File: src/rpa_map.svh
`ifndef RPA_MAP_SVH
`define RPA_MAP_SVH

// ----------------------------------------------------------------------------
// register offsets
// ----------------------------------------------------------------------------
`define RPA_ADDR_PATTERN_CTRL 8'h11
`define RPA_ADDR_AUDIO_A      8'h2a
`define RPA_ADDR_AUDIO_B      8'h2b
`define RPA_ADDR_CMD_BASE     8'h30
`define RPA_CMD_COUNT         8
// ----------------------------------------------------------------------------
// reset values and masks
// ----------------------------------------------------------------------------
`define RPA_AUDIO_A_RESET     8'h03
`define RPA_AUDIO_B_RESET     8'h00
`define RPA_AUDIO_B_MASK      8'h1f
`define RPA_PATTERN_MASK      8'h07
// ----------------------------------------------------------------------------
// field positions
// ----------------------------------------------------------------------------
`define RPA_GAIN_HI           7
`define RPA_GAIN_LO           5
`define RPA_FILTER_BIT        4
`define RPA_AGC_BIT           3
`define RPA_FOLLOW_BIT        2
`define RPA_AVG_BIT           4
`define RPA_RUN_BIT           2
`define RPA_REPEAT_BIT        1
`define RPA_CURVE_BIT         0
// ----------------------------------------------------------------------------
// timing
// ----------------------------------------------------------------------------
`define RPA_CLK_HZ            10000000
`define RPA_STEP_MS_0         197
`define RPA_STEP_MS_1         393
`define RPA_STEP_MS_2         590
`define RPA_STEP_MS_3         786
`define RPA_STEP_MS_4         983
`define RPA_STEP_MS_5         1180
`define RPA_STEP_MS_6         1376
`define RPA_STEP_MS_7         1573
`define RPA_STEP_MS_8         1769
`define RPA_STEP_MS_9         1966
`define RPA_STEP_MS_10        2163
`define RPA_STEP_MS_11        2359
`define RPA_STEP_MS_12        2556
`define RPA_STEP_MS_13        2753
`define RPA_STEP_MS_14        2949
`define RPA_STEP_MS_15        3146
`define RPA_FADE_MS_1         55
`define RPA_FADE_MS_2         110
`define RPA_FADE_MS_3         221
`define RPA_FADE_MS_4         442
`define RPA_FADE_MS_5         885
`define RPA_FADE_MS_6         1770
`define RPA_FADE_MS_7         3539

`endif

File: src/rpa_pkg.sv
package rpa_pkg;

  typedef enum logic [1:0] {
    RPA_IDLE = 2'b00,
    RPA_FADE = 2'b01,
    RPA_HOLD = 2'b10,
    RPA_DONE = 2'b11
  } rpa_state_type;

  typedef logic [6:0]  rpa_pct_type;
  typedef logic [11:0] rpa_ms_type;

  // 3-bit level to percent of maximum current
  function automatic rpa_pct_type rpa_level_pct(input logic [2:0] code, input logic curve);
    rpa_pct_type p;
    p = 7'h00;
    case ({curve, code})
      4'h1:    p = 7'h07;
      4'h2:    p = 7'h0e;
      4'h3:    p = 7'h15;
      4'h4:    p = 7'h20;
      4'h5:    p = 7'h2e;
      4'h6:    p = 7'h47;
      4'h7:    p = 7'h64;
      4'h9:    p = 7'h01;
      4'ha:    p = 7'h02;
      4'hb:    p = 7'h04;
      4'hc:    p = 7'h0a;
      4'hd:    p = 7'h15;
      4'he:    p = 7'h2e;
      4'hf:    p = 7'h64;
      default: p = 7'h00;
    endcase
    return p;
  endfunction : rpa_level_pct

endpackage : rpa_pkg

File: src/rpa_fade.sv
module rpa_fade
  import rpa_pkg::*;
(
  input  wire logic        clk,
  input  wire logic        arst_n,
  input  wire logic        clear,
  input  wire logic        load,
  input  wire logic        fading,
  input  wire rpa_pct_type target,
  input  wire rpa_ms_type  fade_ms,
  input  wire rpa_ms_type  elapsed_ms,
  output rpa_pct_type      pct
);

  rpa_pct_type pct_r, pct_nxt;
  rpa_pct_type from_r, from_nxt;
  logic [18:0] span;
  rpa_pct_type delta;

  // ----------------------------------------------------------------------------
  // linear ramp from the latched start level
  // ----------------------------------------------------------------------------
  always_comb begin
    from_nxt = from_r;
    pct_nxt  = pct_r;
    span     = 19'h00000;
    delta    = 7'h00;
    if (clear) begin
      from_nxt = 7'h00;
      pct_nxt  = 7'h00;
    end else if (load) begin
      from_nxt = pct_r;
    end else if (fading) begin
      if (elapsed_ms >= fade_ms) begin
        pct_nxt = target;
      end else if (target >= from_r) begin
        span    = 19'((target - from_r) * elapsed_ms);
        delta   = 7'(span / fade_ms);
        pct_nxt = 7'(from_r + delta);
      end else begin
        span    = 19'((from_r - target) * elapsed_ms);
        delta   = 7'(span / fade_ms);
        pct_nxt = 7'(from_r - delta);
      end
    end
  end

  always_ff @(posedge clk or negedge arst_n) begin
    if (!arst_n) begin
      pct_r  <= 7'h00;
      from_r <= 7'h00;
    end else begin
      pct_r  <= pct_nxt;
      from_r <= from_nxt;
    end
  end

  assign pct = pct_r;

endmodule : rpa_fade

File: src/rpa_ctrl.sv
`include "rpa_map.svh"

module rpa_ctrl
  import rpa_pkg::*;
#(
  parameter int CYC_PER_MS = `RPA_CLK_HZ / 1000
)(
  input  wire logic       clk,
  input  wire logic       arst_n,
  input  wire logic       reg_wr,
  input  wire logic       reg_rd,
  input  wire logic [7:0] reg_addr,
  input  wire logic [7:0] reg_wdata,
  output logic      [7:0] reg_rdata,
  output logic      [2:0] gain_sel,
  output logic            filter_freq_mode,
  output logic            auto_gain_on,
  output logic            audio_follow_on,
  output logic      [1:0] adc_source,
  output logic            averaging_on,
  output logic      [1:0] filter_ctrl,
  output logic      [1:0] response_rate,
  output rpa_pct_type     red_pct,
  output rpa_pct_type     green_pct,
  output rpa_pct_type     blue_pct,
  output logic            seq_busy,
  output logic      [2:0] cmd_index
);

  // ----------------------------------------------------------------------------
  // register file
  // ----------------------------------------------------------------------------
  logic [7:0] audio_a_r, audio_a_nxt;
  logic [7:0] audio_b_r, audio_b_nxt;
  logic [7:0] pattern_r, pattern_nxt;
  logic [7:0] cmd_r   [2*`RPA_CMD_COUNT];
  logic [7:0] cmd_nxt [2*`RPA_CMD_COUNT];
  logic [7:0] rdata_r, rdata_nxt;
  logic       cmd_hit;
  logic [3:0] cmd_sel;

  assign cmd_hit = (reg_addr >= `RPA_ADDR_CMD_BASE) &&
                   (reg_addr < 8'(`RPA_ADDR_CMD_BASE + 2 * `RPA_CMD_COUNT));
  assign cmd_sel = 4'(reg_addr - `RPA_ADDR_CMD_BASE);

  always_comb begin
    audio_a_nxt = audio_a_r;
    audio_b_nxt = audio_b_r;
    pattern_nxt = pattern_r;
    cmd_nxt     = cmd_r;
    rdata_nxt   = rdata_r;
    if (reg_wr) begin
      if (reg_addr == `RPA_ADDR_AUDIO_A) begin
        audio_a_nxt = reg_wdata;
      end else if (reg_addr == `RPA_ADDR_AUDIO_B) begin
        audio_b_nxt = reg_wdata & `RPA_AUDIO_B_MASK;
      end else if (reg_addr == `RPA_ADDR_PATTERN_CTRL) begin
        pattern_nxt = reg_wdata & `RPA_PATTERN_MASK;
      end else if (cmd_hit) begin
        cmd_nxt[cmd_sel] = reg_wdata;
      end
    end
    if (reg_rd) begin
      if (reg_addr == `RPA_ADDR_AUDIO_A) begin
        rdata_nxt = audio_a_r;
      end else if (reg_addr == `RPA_ADDR_AUDIO_B) begin
        rdata_nxt = audio_b_r;
      end else if (reg_addr == `RPA_ADDR_PATTERN_CTRL) begin
        rdata_nxt = pattern_r;
      end else if (cmd_hit) begin
        rdata_nxt = cmd_r[cmd_sel];
      end else begin
        rdata_nxt = 8'h00;
      end
    end
  end

  always_ff @(posedge clk or negedge arst_n) begin
    if (!arst_n) begin
      audio_a_r <= `RPA_AUDIO_A_RESET;
      audio_b_r <= `RPA_AUDIO_B_RESET;
      pattern_r <= 8'h00;
      rdata_r   <= 8'h00;
      for (int i = 0; i < 2 * `RPA_CMD_COUNT; i++) begin
        cmd_r[i] <= 8'h00;
      end
    end else begin
      audio_a_r <= audio_a_nxt;
      audio_b_r <= audio_b_nxt;
      pattern_r <= pattern_nxt;
      rdata_r   <= rdata_nxt;
      cmd_r     <= cmd_nxt;
    end
  end

  // ----------------------------------------------------------------------------
  // audio and converter controls
  // ----------------------------------------------------------------------------
  assign reg_rdata        = rdata_r;
  assign gain_sel         = audio_a_r[`RPA_GAIN_HI:`RPA_GAIN_LO];
  assign filter_freq_mode = audio_a_r[`RPA_FILTER_BIT];
  assign auto_gain_on     = audio_a_r[`RPA_AGC_BIT];
  assign audio_follow_on  = audio_a_r[`RPA_FOLLOW_BIT];
  assign adc_source       = audio_a_r[1:0];
  assign averaging_on     = audio_b_r[`RPA_AVG_BIT];
  assign filter_ctrl      = audio_b_r[3:2];
  assign response_rate    = audio_b_r[1:0];

  // ----------------------------------------------------------------------------
  // millisecond time base
  // ----------------------------------------------------------------------------
  logic [$clog2(CYC_PER_MS)-1:0] pre_r, pre_nxt;
  logic                          ms_tick;

  assign ms_tick = (pre_r == ($clog2(CYC_PER_MS))'(CYC_PER_MS - 1));

  always_comb begin
    pre_nxt = ms_tick ? '0 : ($clog2(CYC_PER_MS))'(pre_r + 1'b1);
  end

  always_ff @(posedge clk or negedge arst_n) begin
    if (!arst_n) begin
      pre_r <= '0;
    end else begin
      pre_r <= pre_nxt;
    end
  end

  // ----------------------------------------------------------------------------
  // pattern sequencer
  // ----------------------------------------------------------------------------
  rpa_state_type state_r, state_nxt;
  logic [2:0]    idx_r, idx_nxt;
  rpa_ms_type    elapsed_r, elapsed_nxt;
  rpa_ms_type    fade_ms, step_ms;
  logic [3:0]    step_code;
  logic [7:0]    word_a, word_b;
  logic          run, load, clear;
  logic          busy_r, busy_nxt;

  assign run       = pattern_r[`RPA_RUN_BIT];
  assign word_a    = cmd_r[{idx_r, 1'b0}];
  assign word_b    = cmd_r[{idx_r, 1'b1}];
  assign step_code = {word_a[1:0], word_b[7:6]};
  // step time per code, uneven rounding kept per entry
  always_comb begin
    case (step_code)
      4'h0:    step_ms = 12'(`RPA_STEP_MS_0);
      4'h1:    step_ms = 12'(`RPA_STEP_MS_1);
      4'h2:    step_ms = 12'(`RPA_STEP_MS_2);
      4'h3:    step_ms = 12'(`RPA_STEP_MS_3);
      4'h4:    step_ms = 12'(`RPA_STEP_MS_4);
      4'h5:    step_ms = 12'(`RPA_STEP_MS_5);
      4'h6:    step_ms = 12'(`RPA_STEP_MS_6);
      4'h7:    step_ms = 12'(`RPA_STEP_MS_7);
      4'h8:    step_ms = 12'(`RPA_STEP_MS_8);
      4'h9:    step_ms = 12'(`RPA_STEP_MS_9);
      4'ha:    step_ms = 12'(`RPA_STEP_MS_10);
      4'hb:    step_ms = 12'(`RPA_STEP_MS_11);
      4'hc:    step_ms = 12'(`RPA_STEP_MS_12);
      4'hd:    step_ms = 12'(`RPA_STEP_MS_13);
      4'he:    step_ms = 12'(`RPA_STEP_MS_14);
      default: step_ms = 12'(`RPA_STEP_MS_15);
    endcase
  end

  always_comb begin
    case (word_b[2:0])
      3'h1:    fade_ms = 12'(`RPA_FADE_MS_1);
      3'h2:    fade_ms = 12'(`RPA_FADE_MS_2);
      3'h3:    fade_ms = 12'(`RPA_FADE_MS_3);
      3'h4:    fade_ms = 12'(`RPA_FADE_MS_4);
      3'h5:    fade_ms = 12'(`RPA_FADE_MS_5);
      3'h6:    fade_ms = 12'(`RPA_FADE_MS_6);
      3'h7:    fade_ms = 12'(`RPA_FADE_MS_7);
      default: fade_ms = 12'h000;
    endcase
  end

  always_comb begin
    state_nxt   = state_r;
    idx_nxt     = idx_r;
    elapsed_nxt = ms_tick ? 12'(elapsed_r + 1'b1) : elapsed_r;
    load        = 1'b0;
    clear       = 1'b0;
    case (state_r)
      RPA_IDLE: begin
        elapsed_nxt = 12'h000;
        if (run) begin
          state_nxt = RPA_FADE;
          idx_nxt   = 3'h0;
          load      = 1'b1;
        end
      end
      RPA_FADE: begin
        if (elapsed_r >= fade_ms) begin
          state_nxt   = RPA_HOLD;
          elapsed_nxt = 12'h000;
        end
      end
      RPA_HOLD: begin
        if (elapsed_r >= step_ms) begin
          elapsed_nxt = 12'h000;
          if (idx_r != 3'(`RPA_CMD_COUNT - 1)) begin
            state_nxt = RPA_FADE;
            idx_nxt   = 3'(idx_r + 1'b1);
            load      = 1'b1;
          end else if (pattern_r[`RPA_REPEAT_BIT]) begin
            state_nxt = RPA_FADE;
            idx_nxt   = 3'h0;
            load      = 1'b1;
          end else begin
            state_nxt = RPA_DONE;
          end
        end
      end
      RPA_DONE: begin
        elapsed_nxt = 12'h000;
      end
      default: begin
        state_nxt = RPA_IDLE;
      end
    endcase
    if (!run && state_r != RPA_IDLE) begin
      state_nxt   = RPA_IDLE;
      idx_nxt     = 3'h0;
      elapsed_nxt = 12'h000;
      clear       = 1'b1;
    end
    busy_nxt    = (state_nxt == RPA_FADE) || (state_nxt == RPA_HOLD);
  end

  always_ff @(posedge clk or negedge arst_n) begin
    if (!arst_n) begin
      state_r   <= RPA_IDLE;
      idx_r     <= 3'h0;
      elapsed_r <= 12'h000;
      busy_r    <= 1'b0;
    end else begin
      state_r   <= state_nxt;
      idx_r     <= idx_nxt;
      elapsed_r <= elapsed_nxt;
      busy_r    <= busy_nxt;
    end
  end

  assign seq_busy  = busy_r;
  assign cmd_index = idx_r;

  // ----------------------------------------------------------------------------
  // colour channels
  // ----------------------------------------------------------------------------
  logic [2:0]  lvl [3];
  rpa_pct_type pct [3];

  assign lvl[0] = word_a[7:5];
  assign lvl[1] = word_a[4:2];
  assign lvl[2] = word_b[5:3];

  for (genvar c = 0; c < 3; c++) begin : g_chan
    rpa_fade u_fade (
      .clk        (clk),
      .arst_n     (arst_n),
      .clear      (clear),
      .load       (load),
      .fading     (state_r == RPA_FADE),
      .target     (rpa_level_pct(lvl[c], pattern_r[`RPA_CURVE_BIT])),
      .fade_ms    (fade_ms),
      .elapsed_ms (elapsed_r),
      .pct        (pct[c])
    );
  end

  assign red_pct   = pct[0];
  assign green_pct = pct[1];
  assign blue_pct  = pct[2];

endmodule : rpa_ctrl

File: config.mk
export PLATFORM = sky130hd
export DESIGN_NAME = rpa_ctrl
export DESIGN_NICKNAME = d
export VERILOG_FILES = /design/src/rpa_pkg.sv /design/src/rpa_fade.sv /design/src/rpa_ctrl.sv
export VERILOG_INCLUDE_DIRS = /design/src /design/src/src
export SDC_FILE = /design/constraint.sdc
export NUM_CORES = 2
export LEC_CHECK = 0
export BUFFER_PORTS_ARGS = -buffer_cell sky130_fd_sc_hd__buf_4
export CAP_MARGIN = 25
export CORE_MARGIN = 1.5
export CORE_UTILIZATION = 41
export CTS_CLUSTER_DIAMETER = 120
export CTS_CLUSTER_SIZE = 24
export DETAILED_ROUTE_END_ITERATION = 10
export SLEW_MARGIN = 20
export SYNTH_ARGS = -nofsm -noshare
export SYNTH_HDL_FRONTEND = slang
export SYNTH_SLANG_ARGS = --single-unit
File: constraint.sdc
create_clock -name clk -period 70.4 [get_ports clk]
set_input_delay 0 -clock clk [delete_from_list [all_inputs] [get_ports clk]]
set_output_delay 0 -clock clk [all_outputs]
set_load 0.01 [all_outputs]
==> flow_summary_export.csv <==
group,metric,value,unit
detailed_routing,top_layer,"met5",
sta,worst_slew_margin_rel,0.2858,
synth,synth_cell_types,125,
clock_tree,clock_sinks,226,
synth,yosysTopAreaCellShare,0.1864,
setup_path,cp-end-kind,"flop",
run_status,status,"completed",
synth,synth-edff-count,0,
sta,post-route-period-util,0.8075,
clock_tree,cts_buffers,13,
detailed_routing,wl_met1,129400,µm
floorplan,ios,66,
sta,final-hold-violation-count,0,
grt,grt_pass1_vias,81520,
floorplan,die_w,465.5,µm
clock_tree,htree_levels,1,
grt,grt_antenna_before_repair,13,
detailed_routing,drt_first_pass_iters,7,
floorplan,die_y,465.5,µm
sta,report.final.slew_viol_count,0,
floorplan,coreArea,0.2123,mm²
clock_tree,root_buffer,"clkbuf_16",
sta,setup_viol,0,
sta,finalSetupTns,0,ns
grt,grt_max_degree,125,
detailed_routing,wl_per_cell,20.40,µm
detailed_routing,met2_length,126000,µm
synth,yosys-top-cells-count,"1,307 x ha_1, 1,094 x inv_1, 1,038 x nand2_1",
floorplan,initial_core_util,0.4132,
synth,postSynthCellCount,11160,
clock_tree,postCtsHoldBufs,12,
synth,netlist_area,0.08772,mm²
detailed_routing,initialDrtViolationCount,6235,
synth,synth_most_common_cell,"ha_1",
synth,ys.flop_type,"dfrtp_1",
final_layout,final.fill_count,21350,
detailed_routing,vias_per_cell,5.937,
detailed_routing,routed_wl,284000,µm
detailed_routing,vias,82660,
clock_tree,clk_pin_slew,0.11,ns
detailed_routing,drcViolationCount,0,
setup_path,cp.required,70.78,ns
final_layout,nets,12990,
synth,synth_area_leader_cell,"ha_1",
setup_path,arrival,57.23,ns
setup_path,crit_fanout,27,
sta,hold_slack,0.06260,ns
sta,fmax,17.59,MHz
placement,port_buffers,65,
detailed_routing,wl_met3,19540,µm
synth,netlist_top_cells_area,"ha_1 19%, fa_1 13%, dfrtp_1 6.4%",
floorplan,die_area,0.2167,mm²
synth,ys_ff_latch,226,
synth,syn_nets,13060,
clock_tree,clock_path_buffers,3,
clock_tree,clk_latency,0.52,ns
run,cap_violations,0,
final_layout,drive_gt1_frac,0.08499,
hold_path,hp-class,"input port to flop",
clock_tree,post_cts_buffers,0,
synth,synth_warnings,0,
grt,grt_overflow,0,
detailed_routing,ant_nets,0,
sta,clock-skew-final,0.04297,ns
setup_path,slowest_delay,1.02,ns
synth,synthArstFlopShare,1.000,
clock_tree,post_cts_resize_count,0,
setup_path,start_kind,"flop",
floorplan,row_count,169,
placement,gp_congestion,0.9277,
sta,post-route-min-period,56.85,ns
sta,tightest_slew,1.071,ns
grt,grt_use_total,0.2560,
grt,grt_pass1_wl,450300,µm
sta,rsz0062_at_grt,"false",
setup_path,critical-path-slowest-cell,"mux2i_1",
final_layout,area_growth,5.573,%
synth,ys_seq_area_frac,0.06450,
placement,post-dp-hpwl,227200,µm
clock_tree,cts_tree,"yes",
synth,syn_avg_cell_area,7.859,µm²
setup_path,crit_type,"flop to flop",
path summary, 6_finish.rpt:
path	start	endpoint	slack (ns)	depth (start not counted)
max	cmd_index[2]	g_chan[0].u_fade.pct[6]	13.55	222
min	reg_addr[4]	pattern_r[2]	0.06	6
max reg2reg	cmd_index[2]	g_chan[0].u_fade.pct[6]	13.55	222
min reg2reg	pre_r[0]	pre_r[0]	0.49	1
max in group asynchronous	arst_n	pattern_r[1]	68.81	3
min in group asynchronous	arst_n	pre_r[0]	0.13	2
cell families after synthesis:
| family | share of synthesized area |
|---|---|
| simple gates | 0.2005 |
| mux | 0.08196 |
| fa+ha+maj | 0.3163 |
| compound gates | 0.2145 |
| xor+xnor | 0.05924 |
| buf+inv | 0.06300 |
| flops | 0.06450 |
cell type report:
cell class | count | area (µm²) | area share
flip-flops and latches | 226 | 5673 | 0.06126
repair buffers | 263 | 2041 | 0.02204
multi-input cells | 9486 | 76840 | 0.8298
clock buffers | 17 | 350.3 | 0.003783
diodes | 7 | 17.52 | 0.0001892
well taps | 2821 | 3530 | 0.03811
inverters | 1102 | 4139 | 0.04469
clock inverters | 2 | 16.27 | 0.0001756
metrics by stage:
| step | utilization | instances | cell area (µm²) | setup WS, ns |
|---|---|---|---|---|
| after floorplan | - | 11160 | 87720 | 19.88 |
| after global placement | 0.4330 | 13870 | 91930 | 14.38 |
| after detailed placement | 0.4335 | 13880 | 92020 | 14.28 |
| after CTS | 0.4357 | 13910 | 92510 | 14.05 |
| after global routing | 0.4361 | 13920 | 92590 | 9.116 |
| final | 0.4362 | 13920 | 92610 | 13.55 |
critical path, delay by kind of cell (launching register included):
kind | cells | cell delay, ns
xor+xnor | 4 | 0.88
flops | 1 | 1.00
mux | 4 | 2.10
simple gates | 49 | 10.61
fa+ha+maj | 28 | 10.06
compound gates | 124 | 28.95
buf+inv | 13 | 2.98
per-layer routing:
metal,global-route usage,up-vias
li1,-,39600
met1,0.3543,40070
met2,0.4148,2558
met3,0.03443,433
met4,0.07115,2
met5,0,-
cell usage in the layout (no fill, tap or decap), types with 45 or more instances in the layout:
cell	synthesis	routed
xor2_1	198	196
or2_2	67	67
nor2b_1	190	190
nor2_1	849	847
a21oi_1	647	643
nand2_1	1038	1035
mux4_2	74	74
a31oi_1	92	89
buf_4	6	239
mux2i_1	99	97
and3_1	67	67
a21o_1	261	261
xnor2_1	385	383
fa_1	567	567
nand4_1	91	91
mux2_2	389	389
nor3_1	413	412
a211oi_1	76	75
nand2b_1	214	214
o21ai_0	532	527
or3_1	106	106
nor4_1	48	48
and2_1	204	204
o31ai_1	167	165
o211ai_1	83	83
a21boi_0	47	45
o21a_1	404	404
inv_1	1094	1093
dfrtp_1	224	212
nand3_1	168	167
ha_1	1307	1307
state kept, by name, indices dropped and copies added (netlist names):
| signal | count |
|---|---|
| audio_a_r | 8 |
| audio_b_r | 5 |
| cmd_index | 3 |
| cmd_r | 128 |
| elapsed_r | 12 |
| g_chan.u_fade.from_r | 21 |
| g_chan.u_fade.pct | 21 |
| pattern_r | 3 |
| pre_r | 14 |
| reg_rdata | 8 |
| seq_busy | 1 |
| state_r | 2 |
Power is left out: the tool's default activity adds up to more than one toggle a clock period on the data nets, which glitch-free logic cannot reach.
